### src/hdl/dfs_regs.vh
`ifndef DFS_REGS_VH
`define DFS_REGS_VH

// ----------------------------------------------------------------------------
// Status register addresses (read side)
// ----------------------------------------------------------------------------
`define DFS_ST_INJECTOR      4'h0
`define DFS_ST_UNUSED        4'h1
`define DFS_ST_RELAY_ONE     4'h2
`define DFS_ST_RELAY_TWO     4'h3
`define DFS_ST_TACHO         4'h4
`define DFS_ST_LAMP          4'h5
`define DFS_ST_IGN_PREDRV    4'h6
`define DFS_ST_HTR_PREDRV    4'h7
`define DFS_ST_ON_STATE      4'he

// ----------------------------------------------------------------------------
// Control and configuration register addresses (write side)
// ----------------------------------------------------------------------------
`define DFS_CT_MAIN_ONOFF    4'h0
`define DFS_CT_HTR_CONFIG    4'h7
`define DFS_CT_IGN_CONFIG    4'h8
`define DFS_CT_LS_SINK_EN    4'ha

// ----------------------------------------------------------------------------
// Fault byte field positions
// ----------------------------------------------------------------------------
`define DFS_FB_GLOBAL        7
`define DFS_FB_OPEN_LOAD     3
`define DFS_FB_OVERCURRENT   2
`define DFS_FB_OVERTEMP      1
`define DFS_FB_SHORT_GND     0

// ----------------------------------------------------------------------------
// On/off bit positions, shared by control and indicator bytes
// ----------------------------------------------------------------------------
`define DFS_ON_INJECTOR      7
`define DFS_ON_RELAY_ONE     5
`define DFS_ON_RELAY_TWO     4
`define DFS_ON_LAMP          3
`define DFS_ON_IGNITION      2
`define DFS_ON_HEATER        0

// ----------------------------------------------------------------------------
// Pre-driver configuration field positions
// ----------------------------------------------------------------------------
`define DFS_CF_IGBT_MODE     7
`define DFS_CF_LOAD_SINK     4
`define DFS_CF_AND_SELECT    2
`define DFS_CF_WRITE_MASK    8'hd7

// ----------------------------------------------------------------------------
// Low-side driver indices in the driver vectors
// ----------------------------------------------------------------------------
`define DFS_LS_INJECTOR      0
`define DFS_LS_RELAY_ONE     1
`define DFS_LS_RELAY_TWO     2
`define DFS_LS_TACHO         3
`define DFS_LS_LAMP          4

// ----------------------------------------------------------------------------
// Reset values
// ----------------------------------------------------------------------------
`define DFS_RST_STATUS       8'h00
`define DFS_RST_MAIN_ONOFF   8'h00
`define DFS_RST_HTR_CONFIG   8'h10
`define DFS_RST_IGN_CONFIG   8'h80
`define DFS_RST_LS_SINK      5'h1f
`define DFS_RST_RDATA        8'h00

// ----------------------------------------------------------------------------
// Timing counts
// ----------------------------------------------------------------------------
`define DFS_SYNC_STAGES      2

`endif

### src/hdl/dfs_top_note.v
`timescale 1ns/10ps

// ----------------------------------------------------------------------------
// No logic here; the bank and its synchroniser have files of their own.
// ----------------------------------------------------------------------------

### src/hdl/dfs_status_bank.v
// Operation
// Global bit is OR of four flags
// Flags: open load, overcurrent, overtemp, short
// Disabled open-load detection holds flag zero
// Tachometer byte has no short-to-ground flag
// Fault bytes at 0,2,3,4,5; reset zero
// Address 14 mirrors actual output on/off states
// Host drives ignition control pin directly
// Host drives heater control pin directly
// Floating control input reads as low
// Ignition pre-driver resets to ignition mode
// Heater pre-driver resets to gate mode
// Ignition feedback and sense set fault flags
// Heater feedback and sense report faults
// Gate is pin OR bit, AND if selected
// Cleared sink enable forces open-load zero
// Open load when off, short when on
// Unused bits and addresses read zero, reads harmless
// Flags follow live condition, not latched
`timescale 1ns/10ps
`include "dfs_regs.vh"

module dfs_status_bank #(
    parameter LS_COUNT = 5
) (
    input  wire                i_core_clk,
    input  wire                i_rstn,
    input  wire                i_reg_wr,
    input  wire [3:0]          i_reg_addr,
    input  wire [7:0]          i_reg_wdata,
    input  wire [3:0]          i_stat_addr,
    output reg  [7:0]          o_stat_rdata,
    input  wire [LS_COUNT-1:0] i_ls_open_load,
    input  wire [LS_COUNT-1:0] i_ls_overcurrent,
    input  wire [LS_COUNT-1:0] i_ls_overtemp,
    input  wire [LS_COUNT-1:0] i_ls_short_gnd,
    input  wire [LS_COUNT-1:0] i_ls_on_state,
    input  wire                i_ignition_control_input,
    input  wire                i_heater_control_input,
    input  wire                i_ignition_drain_feedback,
    input  wire                i_heater_drain_feedback,
    input  wire                i_ignition_sense_over,
    input  wire                i_heater_sense_over,
    output reg                 o_ignition_gate_output,
    output reg                 o_heater_gate_output,
    output reg                 o_ignition_igbt_mode,
    output reg                 o_heater_igbt_mode,
    output reg                 o_ignition_sink_en,
    output reg                 o_heater_sink_en,
    output reg  [LS_COUNT-1:0] o_ls_sink_en
);

    // ------------------------------------------------------------------------
    // Functions
    // ------------------------------------------------------------------------

    // Builds one fault byte: global bit over the four flags, flags below.
    function [7:0] fault_byte;
        input opn;
        input ovc;
        input hot;
        input gnd;
        begin
            fault_byte                      = 8'h00;
            fault_byte[`DFS_FB_OPEN_LOAD]   = opn;
            fault_byte[`DFS_FB_OVERCURRENT] = ovc;
            fault_byte[`DFS_FB_OVERTEMP]    = hot;
            fault_byte[`DFS_FB_SHORT_GND]   = gnd;
            fault_byte[`DFS_FB_GLOBAL]      = opn | ovc | hot | gnd;
        end
    endfunction

    // Combines pin and control bit, OR by default and AND when selected.
    function gate_logic;
        input pin;
        input ctl;
        input and_sel;
        begin
            gate_logic = and_sel ? (pin & ctl) : (pin | ctl);
        end
    endfunction

    // ------------------------------------------------------------------------
    // Input synchronisation
    // ------------------------------------------------------------------------

    localparam SYNC_W = 5 * LS_COUNT + 6;    // All pins that cross into the core.

    wire [SYNC_W-1:0] raw_pins;              // Pins as they arrive.
    wire [SYNC_W-1:0] sync_pins;             // Pins after two flip-flops.

    assign raw_pins = {i_ls_open_load, i_ls_overcurrent, i_ls_overtemp,
                       i_ls_short_gnd, i_ls_on_state,
                       i_ignition_control_input, i_heater_control_input,
                       i_ignition_drain_feedback, i_heater_drain_feedback,
                       i_ignition_sense_over, i_heater_sense_over};

    // Synchroniser resets to zero, so an idle or floating pin reads low.
    dfs_sync #(
        .WIDTH (SYNC_W)
    ) u_pin_sync (
        .i_core_clk (i_core_clk),
        .i_rstn     (i_rstn),
        .i_async    (raw_pins),
        .o_sync     (sync_pins)
    );

    wire [LS_COUNT-1:0] ls_opn_s;    // Low-side open-load comparators.
    wire [LS_COUNT-1:0] ls_ovc_s;    // Low-side overcurrent comparators.
    wire [LS_COUNT-1:0] ls_hot_s;    // Low-side overtemperature sensors.
    wire [LS_COUNT-1:0] ls_gnd_s;    // Low-side short-to-ground comparators.
    wire [LS_COUNT-1:0] ls_on_s;     // Low-side actual output states.
    wire                ign_pin_s;   // Ignition control pin.
    wire                htr_pin_s;   // Heater control pin.
    wire                ign_fb_s;    // Ignition drain above threshold.
    wire                htr_fb_s;    // Heater drain above threshold.
    wire                ign_cs_s;    // Ignition sense voltage above threshold.
    wire                htr_cs_s;    // Heater sense voltage above threshold.

    assign {ls_opn_s, ls_ovc_s, ls_hot_s, ls_gnd_s, ls_on_s,
            ign_pin_s, htr_pin_s, ign_fb_s, htr_fb_s,
            ign_cs_s, htr_cs_s} = sync_pins;

    // ------------------------------------------------------------------------
    // Control and configuration registers
    // ------------------------------------------------------------------------

    reg [7:0]          main_onoff_reg;   // Software on/off command bits.
    reg [7:0]          htr_config_reg;   // Heater pre-driver configuration.
    reg [7:0]          ign_config_reg;   // Ignition pre-driver configuration.
    reg [LS_COUNT-1:0] ls_sink_en_reg;   // Low-side open-load sense enables.

    // Software writes; each pre-driver leaves reset in its default mode.
    always @(posedge i_core_clk or negedge i_rstn) begin
        if (!i_rstn) begin
            main_onoff_reg <= `DFS_RST_MAIN_ONOFF;
            htr_config_reg <= `DFS_RST_HTR_CONFIG;
            ign_config_reg <= `DFS_RST_IGN_CONFIG;
            ls_sink_en_reg <= `DFS_RST_LS_SINK;
        end else if (i_reg_wr) begin
            case (i_reg_addr)
                `DFS_CT_MAIN_ONOFF: begin
                    main_onoff_reg <= i_reg_wdata;
                end
                `DFS_CT_HTR_CONFIG: begin
                    htr_config_reg <= i_reg_wdata & `DFS_CF_WRITE_MASK;
                end
                `DFS_CT_IGN_CONFIG: begin
                    ign_config_reg <= i_reg_wdata & `DFS_CF_WRITE_MASK;
                end
                `DFS_CT_LS_SINK_EN: begin
                    ls_sink_en_reg <= i_reg_wdata[LS_COUNT-1:0];
                end
                default: begin
                    // Other addresses are ignored.
                    main_onoff_reg <= main_onoff_reg;
                end
            endcase
        end
    end

    // ------------------------------------------------------------------------
    // Pre-driver outputs and mode outputs
    // ------------------------------------------------------------------------

    wire ign_gate_next;   // Next ignition gate level.
    wire htr_gate_next;   // Next heater gate level.

    assign ign_gate_next = gate_logic(ign_pin_s, main_onoff_reg[`DFS_ON_IGNITION],
                                      ign_config_reg[`DFS_CF_AND_SELECT]);
    assign htr_gate_next = gate_logic(htr_pin_s, main_onoff_reg[`DFS_ON_HEATER],
                                      htr_config_reg[`DFS_CF_AND_SELECT]);

    // Gate and mode outputs are registered; a lost pin reads low and so
    // cannot turn a gate on while the control bit is clear.
    always @(posedge i_core_clk or negedge i_rstn) begin
        if (!i_rstn) begin
            o_ignition_gate_output <= 1'h0;
            o_heater_gate_output   <= 1'h0;
            o_ignition_igbt_mode   <= 1'h1;
            o_heater_igbt_mode     <= 1'h0;
            o_ignition_sink_en     <= 1'h0;
            o_heater_sink_en       <= 1'h1;
            o_ls_sink_en           <= `DFS_RST_LS_SINK;
        end else begin
            o_ignition_gate_output <= ign_gate_next;
            o_heater_gate_output   <= htr_gate_next;
            o_ignition_igbt_mode   <= ign_config_reg[`DFS_CF_IGBT_MODE];
            o_heater_igbt_mode     <= htr_config_reg[`DFS_CF_IGBT_MODE];
            o_ignition_sink_en     <= ign_config_reg[`DFS_CF_LOAD_SINK];
            o_heater_sink_en       <= htr_config_reg[`DFS_CF_LOAD_SINK];
            o_ls_sink_en           <= ls_sink_en_reg;
        end
    end

    // ------------------------------------------------------------------------
    // Fault condition qualification
    // ------------------------------------------------------------------------

    wire [LS_COUNT-1:0] ls_opn_q;   // Low-side open load, qualified.
    wire                ign_opn_q;  // Ignition open load, qualified.
    wire                htr_opn_q;  // Heater open load, qualified.
    wire                ign_ovc_q;  // Ignition short-to-battery or overcurrent.
    wire                htr_ovc_q;  // Heater short-to-battery or overcurrent.

    // Open load counts only with the sink enabled and the output off.
    assign ls_opn_q  = ls_opn_s & ls_sink_en_reg & ~ls_on_s;
    assign ign_opn_q = ign_config_reg[`DFS_CF_LOAD_SINK] & ~o_ignition_gate_output
                       & ~ign_fb_s;
    assign htr_opn_q = htr_config_reg[`DFS_CF_LOAD_SINK] & ~o_heater_gate_output
                       & ~htr_fb_s;

    // Drain high while on is a short to battery; sense adds overcurrent.
    assign ign_ovc_q = (o_ignition_gate_output & ign_fb_s) | ign_cs_s;
    assign htr_ovc_q = (o_heater_gate_output & htr_fb_s) | htr_cs_s;

    // ------------------------------------------------------------------------
    // Status bytes
    // ------------------------------------------------------------------------

    reg [7:0] inj_status_reg;    // Injector fault byte.
    reg [7:0] rly1_status_reg;   // Relay one fault byte.
    reg [7:0] rly2_status_reg;   // Relay two fault byte.
    reg [7:0] tach_status_reg;   // Tachometer fault byte.
    reg [7:0] lamp_status_reg;   // Lamp fault byte.
    reg [7:0] ign_status_reg;    // Ignition pre-driver fault byte.
    reg [7:0] htr_status_reg;    // Heater pre-driver fault byte.
    reg [7:0] on_state_reg;      // Actual on/off indicator byte.

    // Bytes follow the live conditions every cycle and hold no history.
    always @(posedge i_core_clk or negedge i_rstn) begin
        if (!i_rstn) begin
            inj_status_reg  <= `DFS_RST_STATUS;
            rly1_status_reg <= `DFS_RST_STATUS;
            rly2_status_reg <= `DFS_RST_STATUS;
            tach_status_reg <= `DFS_RST_STATUS;
            lamp_status_reg <= `DFS_RST_STATUS;
            ign_status_reg  <= `DFS_RST_STATUS;
            htr_status_reg  <= `DFS_RST_STATUS;
            on_state_reg    <= `DFS_RST_STATUS;
        end else begin
            inj_status_reg  <= fault_byte(ls_opn_q[`DFS_LS_INJECTOR],
                                          ls_ovc_s[`DFS_LS_INJECTOR],
                                          ls_hot_s[`DFS_LS_INJECTOR],
                                          ls_gnd_s[`DFS_LS_INJECTOR]);
            rly1_status_reg <= fault_byte(ls_opn_q[`DFS_LS_RELAY_ONE],
                                          ls_ovc_s[`DFS_LS_RELAY_ONE],
                                          ls_hot_s[`DFS_LS_RELAY_ONE],
                                          ls_gnd_s[`DFS_LS_RELAY_ONE]);
            rly2_status_reg <= fault_byte(ls_opn_q[`DFS_LS_RELAY_TWO],
                                          ls_ovc_s[`DFS_LS_RELAY_TWO],
                                          ls_hot_s[`DFS_LS_RELAY_TWO],
                                          ls_gnd_s[`DFS_LS_RELAY_TWO]);
            // The tachometer has no short sensing, so its bit 0 stays zero.
            tach_status_reg <= fault_byte(ls_opn_q[`DFS_LS_TACHO],
                                          ls_ovc_s[`DFS_LS_TACHO],
                                          ls_hot_s[`DFS_LS_TACHO],
                                          1'h0);
            lamp_status_reg <= fault_byte(ls_opn_q[`DFS_LS_LAMP],
                                          ls_ovc_s[`DFS_LS_LAMP],
                                          ls_hot_s[`DFS_LS_LAMP],
                                          ls_gnd_s[`DFS_LS_LAMP]);
            ign_status_reg  <= fault_byte(ign_opn_q, ign_ovc_q, 1'h0, 1'h0);
            htr_status_reg  <= fault_byte(htr_opn_q, htr_ovc_q, 1'h0, 1'h0);
            // Indicators use the same bit places as the on/off control byte.
            on_state_reg <= 8'h00;
            on_state_reg[`DFS_ON_INJECTOR]  <= ls_on_s[`DFS_LS_INJECTOR];
            on_state_reg[`DFS_ON_RELAY_ONE] <= ls_on_s[`DFS_LS_RELAY_ONE];
            on_state_reg[`DFS_ON_RELAY_TWO] <= ls_on_s[`DFS_LS_RELAY_TWO];
            on_state_reg[`DFS_ON_LAMP]      <= ls_on_s[`DFS_LS_LAMP];
            on_state_reg[`DFS_ON_IGNITION]  <= o_ignition_gate_output;
            on_state_reg[`DFS_ON_HEATER]    <= o_heater_gate_output;
        end
    end

    // ------------------------------------------------------------------------
    // Status read port
    // ------------------------------------------------------------------------

    reg [7:0] rdata_next;   // Selected status byte.

    // Pure selection: reading never disturbs any flag.
    always @* begin
        case (i_stat_addr)
            `DFS_ST_INJECTOR:   rdata_next = inj_status_reg;
            `DFS_ST_RELAY_ONE:  rdata_next = rly1_status_reg;
            `DFS_ST_RELAY_TWO:  rdata_next = rly2_status_reg;
            `DFS_ST_TACHO:      rdata_next = tach_status_reg;
            `DFS_ST_LAMP:       rdata_next = lamp_status_reg;
            `DFS_ST_IGN_PREDRV: rdata_next = ign_status_reg;
            `DFS_ST_HTR_PREDRV: rdata_next = htr_status_reg;
            `DFS_ST_ON_STATE:   rdata_next = on_state_reg;
            default:            rdata_next = 8'h00;
        endcase
    end

    // Read data is registered one cycle after the address.
    always @(posedge i_core_clk or negedge i_rstn) begin
        if (!i_rstn) begin
            o_stat_rdata <= `DFS_RST_RDATA;
        end else begin
            o_stat_rdata <= rdata_next;
        end
    end

endmodule

### src/hdl/dfs_sync.v
`timescale 1ns/10ps

// ----------------------------------------------------------------------------
// Two-stage synchroniser for a vector of unrelated level signals.
// ----------------------------------------------------------------------------
module dfs_sync #(
    parameter WIDTH = 8
) (
    input  wire             i_core_clk,
    input  wire             i_rstn,
    input  wire [WIDTH-1:0] i_async,
    output wire [WIDTH-1:0] o_sync
);

    reg [WIDTH-1:0] meta_reg;   // First stage, read only by the second stage.
    reg [WIDTH-1:0] sync_reg;   // Second stage, safe for logic to read.

    // Both stages clear to zero so that every pin reads low after reset.
    always @(posedge i_core_clk or negedge i_rstn) begin
        if (!i_rstn) begin
            meta_reg <= {WIDTH{1'h0}};
            sync_reg <= {WIDTH{1'h0}};
        end else begin
            meta_reg <= i_async;
            sync_reg <= meta_reg;
        end
    end

    assign o_sync = sync_reg;

endmodule

### config.mk
export PLATFORM = sky130hd
export DESIGN_NAME = dfs_status_bank
export DESIGN_NICKNAME = d
export VERILOG_FILES = /design/src/hdl/dfs_top_note.v /design/src/hdl/dfs_status_bank.v /design/src/hdl/dfs_sync.v
export VERILOG_INCLUDE_DIRS = /design/src /design/src/hdl
export SDC_FILE = /design/constraint.sdc
export NUM_CORES = 1
export LEC_CHECK = 0
export ABC_AREA = 1
export BUFFER_PORTS_ARGS = -buffer_cell sky130_fd_sc_hd__buf_4
export CORE_MARGIN = 4
export CORE_UTILIZATION = 35
export DETAILED_ROUTE_END_ITERATION = 10
export GPL_TIMING_DRIVEN = 0
export PLACE_DENSITY = 0.58
export SLEW_MARGIN = 30
export SYNTH_ARGS = -nofsm -noshare
export SYNTH_HDL_FRONTEND = slang
export SYNTH_SLANG_ARGS = --single-unit
### constraint.sdc
create_clock -name i_core_clk -period 1 [get_ports i_core_clk]
set_input_delay 0.15 -clock i_core_clk [delete_from_list [all_inputs] [get_ports i_core_clk]]
set_output_delay 0.15 -clock i_core_clk [all_outputs]
set_load 0.01 [all_outputs]
==> results.json <==
{
  "status": "finished, violations left",
  "violations": "negative setup slack",
  "cp_top_family": "flip-flops",
  "final_layout_size_suffix_gt1_share_pct": 31.28,
  "grt_use_met1_pct": 15.48,
  "ys_warn_count": 0,
  "drc": 0,
  "clockBufferDepth": 2,
  "die_width_um": 114.9,
  "routabilityCongestion": 0.7826,
  "r2r-start": "o_ignition_gate_output$_DFF_PN0_",
  "root_buffer": "clkbuf_16",
  "worst_path_max_delay_cell": "dfstp_2",
  "path_cells": "buf_6",
  "vias": 2482,
  "die_h_um": 114.9,
  "hold_class": "in2reg",
  "cp_max_fo": 1,
  "io-pin-count": 69,
  "grt_antenna_before_repair": 0,
  "io_buffers": 64,
  "h-tree-depth": 4,
  "wirelength_um": 7669,
  "ir_drop_mv": 1.267,
  "layout_commonest_cell": "dfrtp_1",
  "avgViaCountPerCell": 4.294,
  "cp_num_buf_inv": 1,
  "maxCapViolCount": 0,
  "worst_setup_path_start_kind": "flop",
  "r2r_cells": 4,
  "period_share_pct": 119.5,
  "nets": 475,
  "finClkSkew_ns": 0.009900,
  "grt_first_pass_wirelength_um": 13080,
  "min_period_ns": 1.195,
  "drtIter0Drc": 40,
  "clk_pin_slew_ns": 0.05,
  "ys_seq_area_share_pct": 79.96,
  "worstHoldStart": "i_reg_wdata[4]",
  "hold_viol": 0,
  "reg2reg_slack_ns": -0.02,
  "grt_max_degree": 90,
  "maxSlewViolCount": 0,
  "cts.sinks": 127,
  "crit_path_end_kind": "output port",
  "grt_overflow": 0,
  "power_density_nw_per_um2": 2342,
  "fmax_ghz": 0.8367,
  "start_util_pct": 36.39,
  "syn_area_um2": 3996,
  "cts_tree": "yes",
  "std_cell_rows": 38,
  "setup_tns_ns": -1.781,
  "hold_ws_ns": 0.02235,
  "use_met3_pct": 4.263,
  "first_pass_iters": 5,
  "setup_slack_ns": -0.1952,
  "rsz0062_at_grt": "yes",
  "ant_nets": 0,
  "hold_end": "htr_config_reg[4]$_DFFE_PN1P_",
  "r2r-end": "ign_status_reg[7]$_DFF_PN0_",
  "grt-busiest-layer": "met2",
  "syn_avg_cell_area_um2": 13.32,
  "critical_path_class": "reg2out",
  "final_util_pct": 53.37,
  "critPathRequiredTime_ns": 0.85,
  "globalRouteMet2Util_pct": 21.72,
  "grtUsageTotal_pct": 13.02,
  "power_mw": 13.73,
  "synth_nets": 350,
  "synthCells": 300,
  "insertion_delay_ns": 0.40,
  "cellLeakagePower_nw": 2.846,
  "min_path_cells": 3,
  "dp_hpwl_um": 4741,
  "design.core.area_um2": 10980,
  "finalSetupViolations": 19,
  "ys_seq_elements": 127,
  "final_cell_mix": "dfrtp_1 (113), nand2_1 (49), buf_4 (49)",
  "grt_pass1_vias": 2740,
  "wl_per_cell_um": 13.27,
  "diodes": 0,
  "arrival_ns": 1.05,
  "die_area_um2": 13190,
  "cts_buffers": 17,
  "max_stage_delay_ns": 0.54,
  "synthToLayoutAreaGrowth_pct": 46.68,
  "n_fill_cell": 912,
  "ys_types": 20
}
==> synth_stat cells <==
cell	number	area, um^2
o21ai_0	12	60.06
buf_4	1	7.510
nor2_4	3	33.78
inv_2	1	3.750
dfstp_2	14	367.9
or3_1	1	6.260
nand3_1	38	190.2
nand2_1	49	183.9
nor2_2	1	6.260
dfrtp_1	113	2828
nor2_1	22	82.58
conb_1	1	3.750
nor3_1	4	20.02
buf_6	3	33.78
nand3_2	1	10.01
o21bai_1	2	15.01
nand3b_2	1	11.26
inv_1	28	105.1
a21oi_1	3	15.01
or2_2	2	12.51
==> how the worst max path moves through the flow <==
stage	startpoint	cells past startpoint	end
finish	o_ignition_igbt_mode$_DFF_PN1_	1	o_ignition_igbt_mode
CTS	o_ls_sink_en[2]$_DFF_PN1_	1	o_ls_sink_en[2]
global placement	i_rstn	1	o_stat_rdata[0]$_DFF_PN0_
detailed placement	i_reg_addr[0]	4	ls_sink_en_reg[3]$_DFFE_PN1P_
global route	o_ignition_igbt_mode$_DFF_PN1_	1	o_ignition_igbt_mode
floorplan	o_ignition_gate_output$_DFF_PN0_	4	ign_status_reg[7]$_DFF_PN0_
==> report_power, final <==
part           internal (mW)  switching (mW)  total, mW
logic                  0.634           0.511       1.15
clock network           4.50            2.18       6.68
registers               5.67           0.231       5.90
==> cell families after synthesis <==
kind of cell,after synthesis,synth area share (%)
and+or+nand+nor,122,13.93
AOI/OAI and AO/OA,17,2.254
DFF,127,79.96
buffers and inverters,33,3.757
other,1,0.09384
==> final cells by class <==
type	count	area (um^2)	share of cell area, %
clock inverters	13	210.2	3.586
well taps	140	175.2	2.988
multi-input cells	140	679.4	11.59
inverters	29	113.9	1.942
repair buffers	106	1003	17.12
clock buffers	19	442.9	7.556
plain buffers	4	41.29	0.7044
flip-flops and latches	127	3196	54.51
==> layer usage <==
layer	routed length (um)	share of wire, %
met1	3091	40
met2	4128	54
met3	363	4.7
met4	85	1.1
met5	0	0
==> per-stage QoR <==
stage,instances,setup WS [ns],area (um^2)
after floorplan,300,0.05871,3996
after global placement,504,-0.5516,4652
after detailed placement,505,-0.08784,4687
after CTS,575,-0.2012,5787
after global routing,578,-0.2271,5862
final,578,-0.1952,5862
==> timing repair <==
item | in CTS | in global routing
hold endpoints to repair | 72 | 0
endpoints found under the setup margin | 19 | 111
cloned | 0 | 1
setup buffers | 3 | 2
pin swaps | 3 | 2
hold buffers | 35 | 0
gates resized for setup | 22 | 10
No activity file was read; power rests on OpenSTA's default activity.
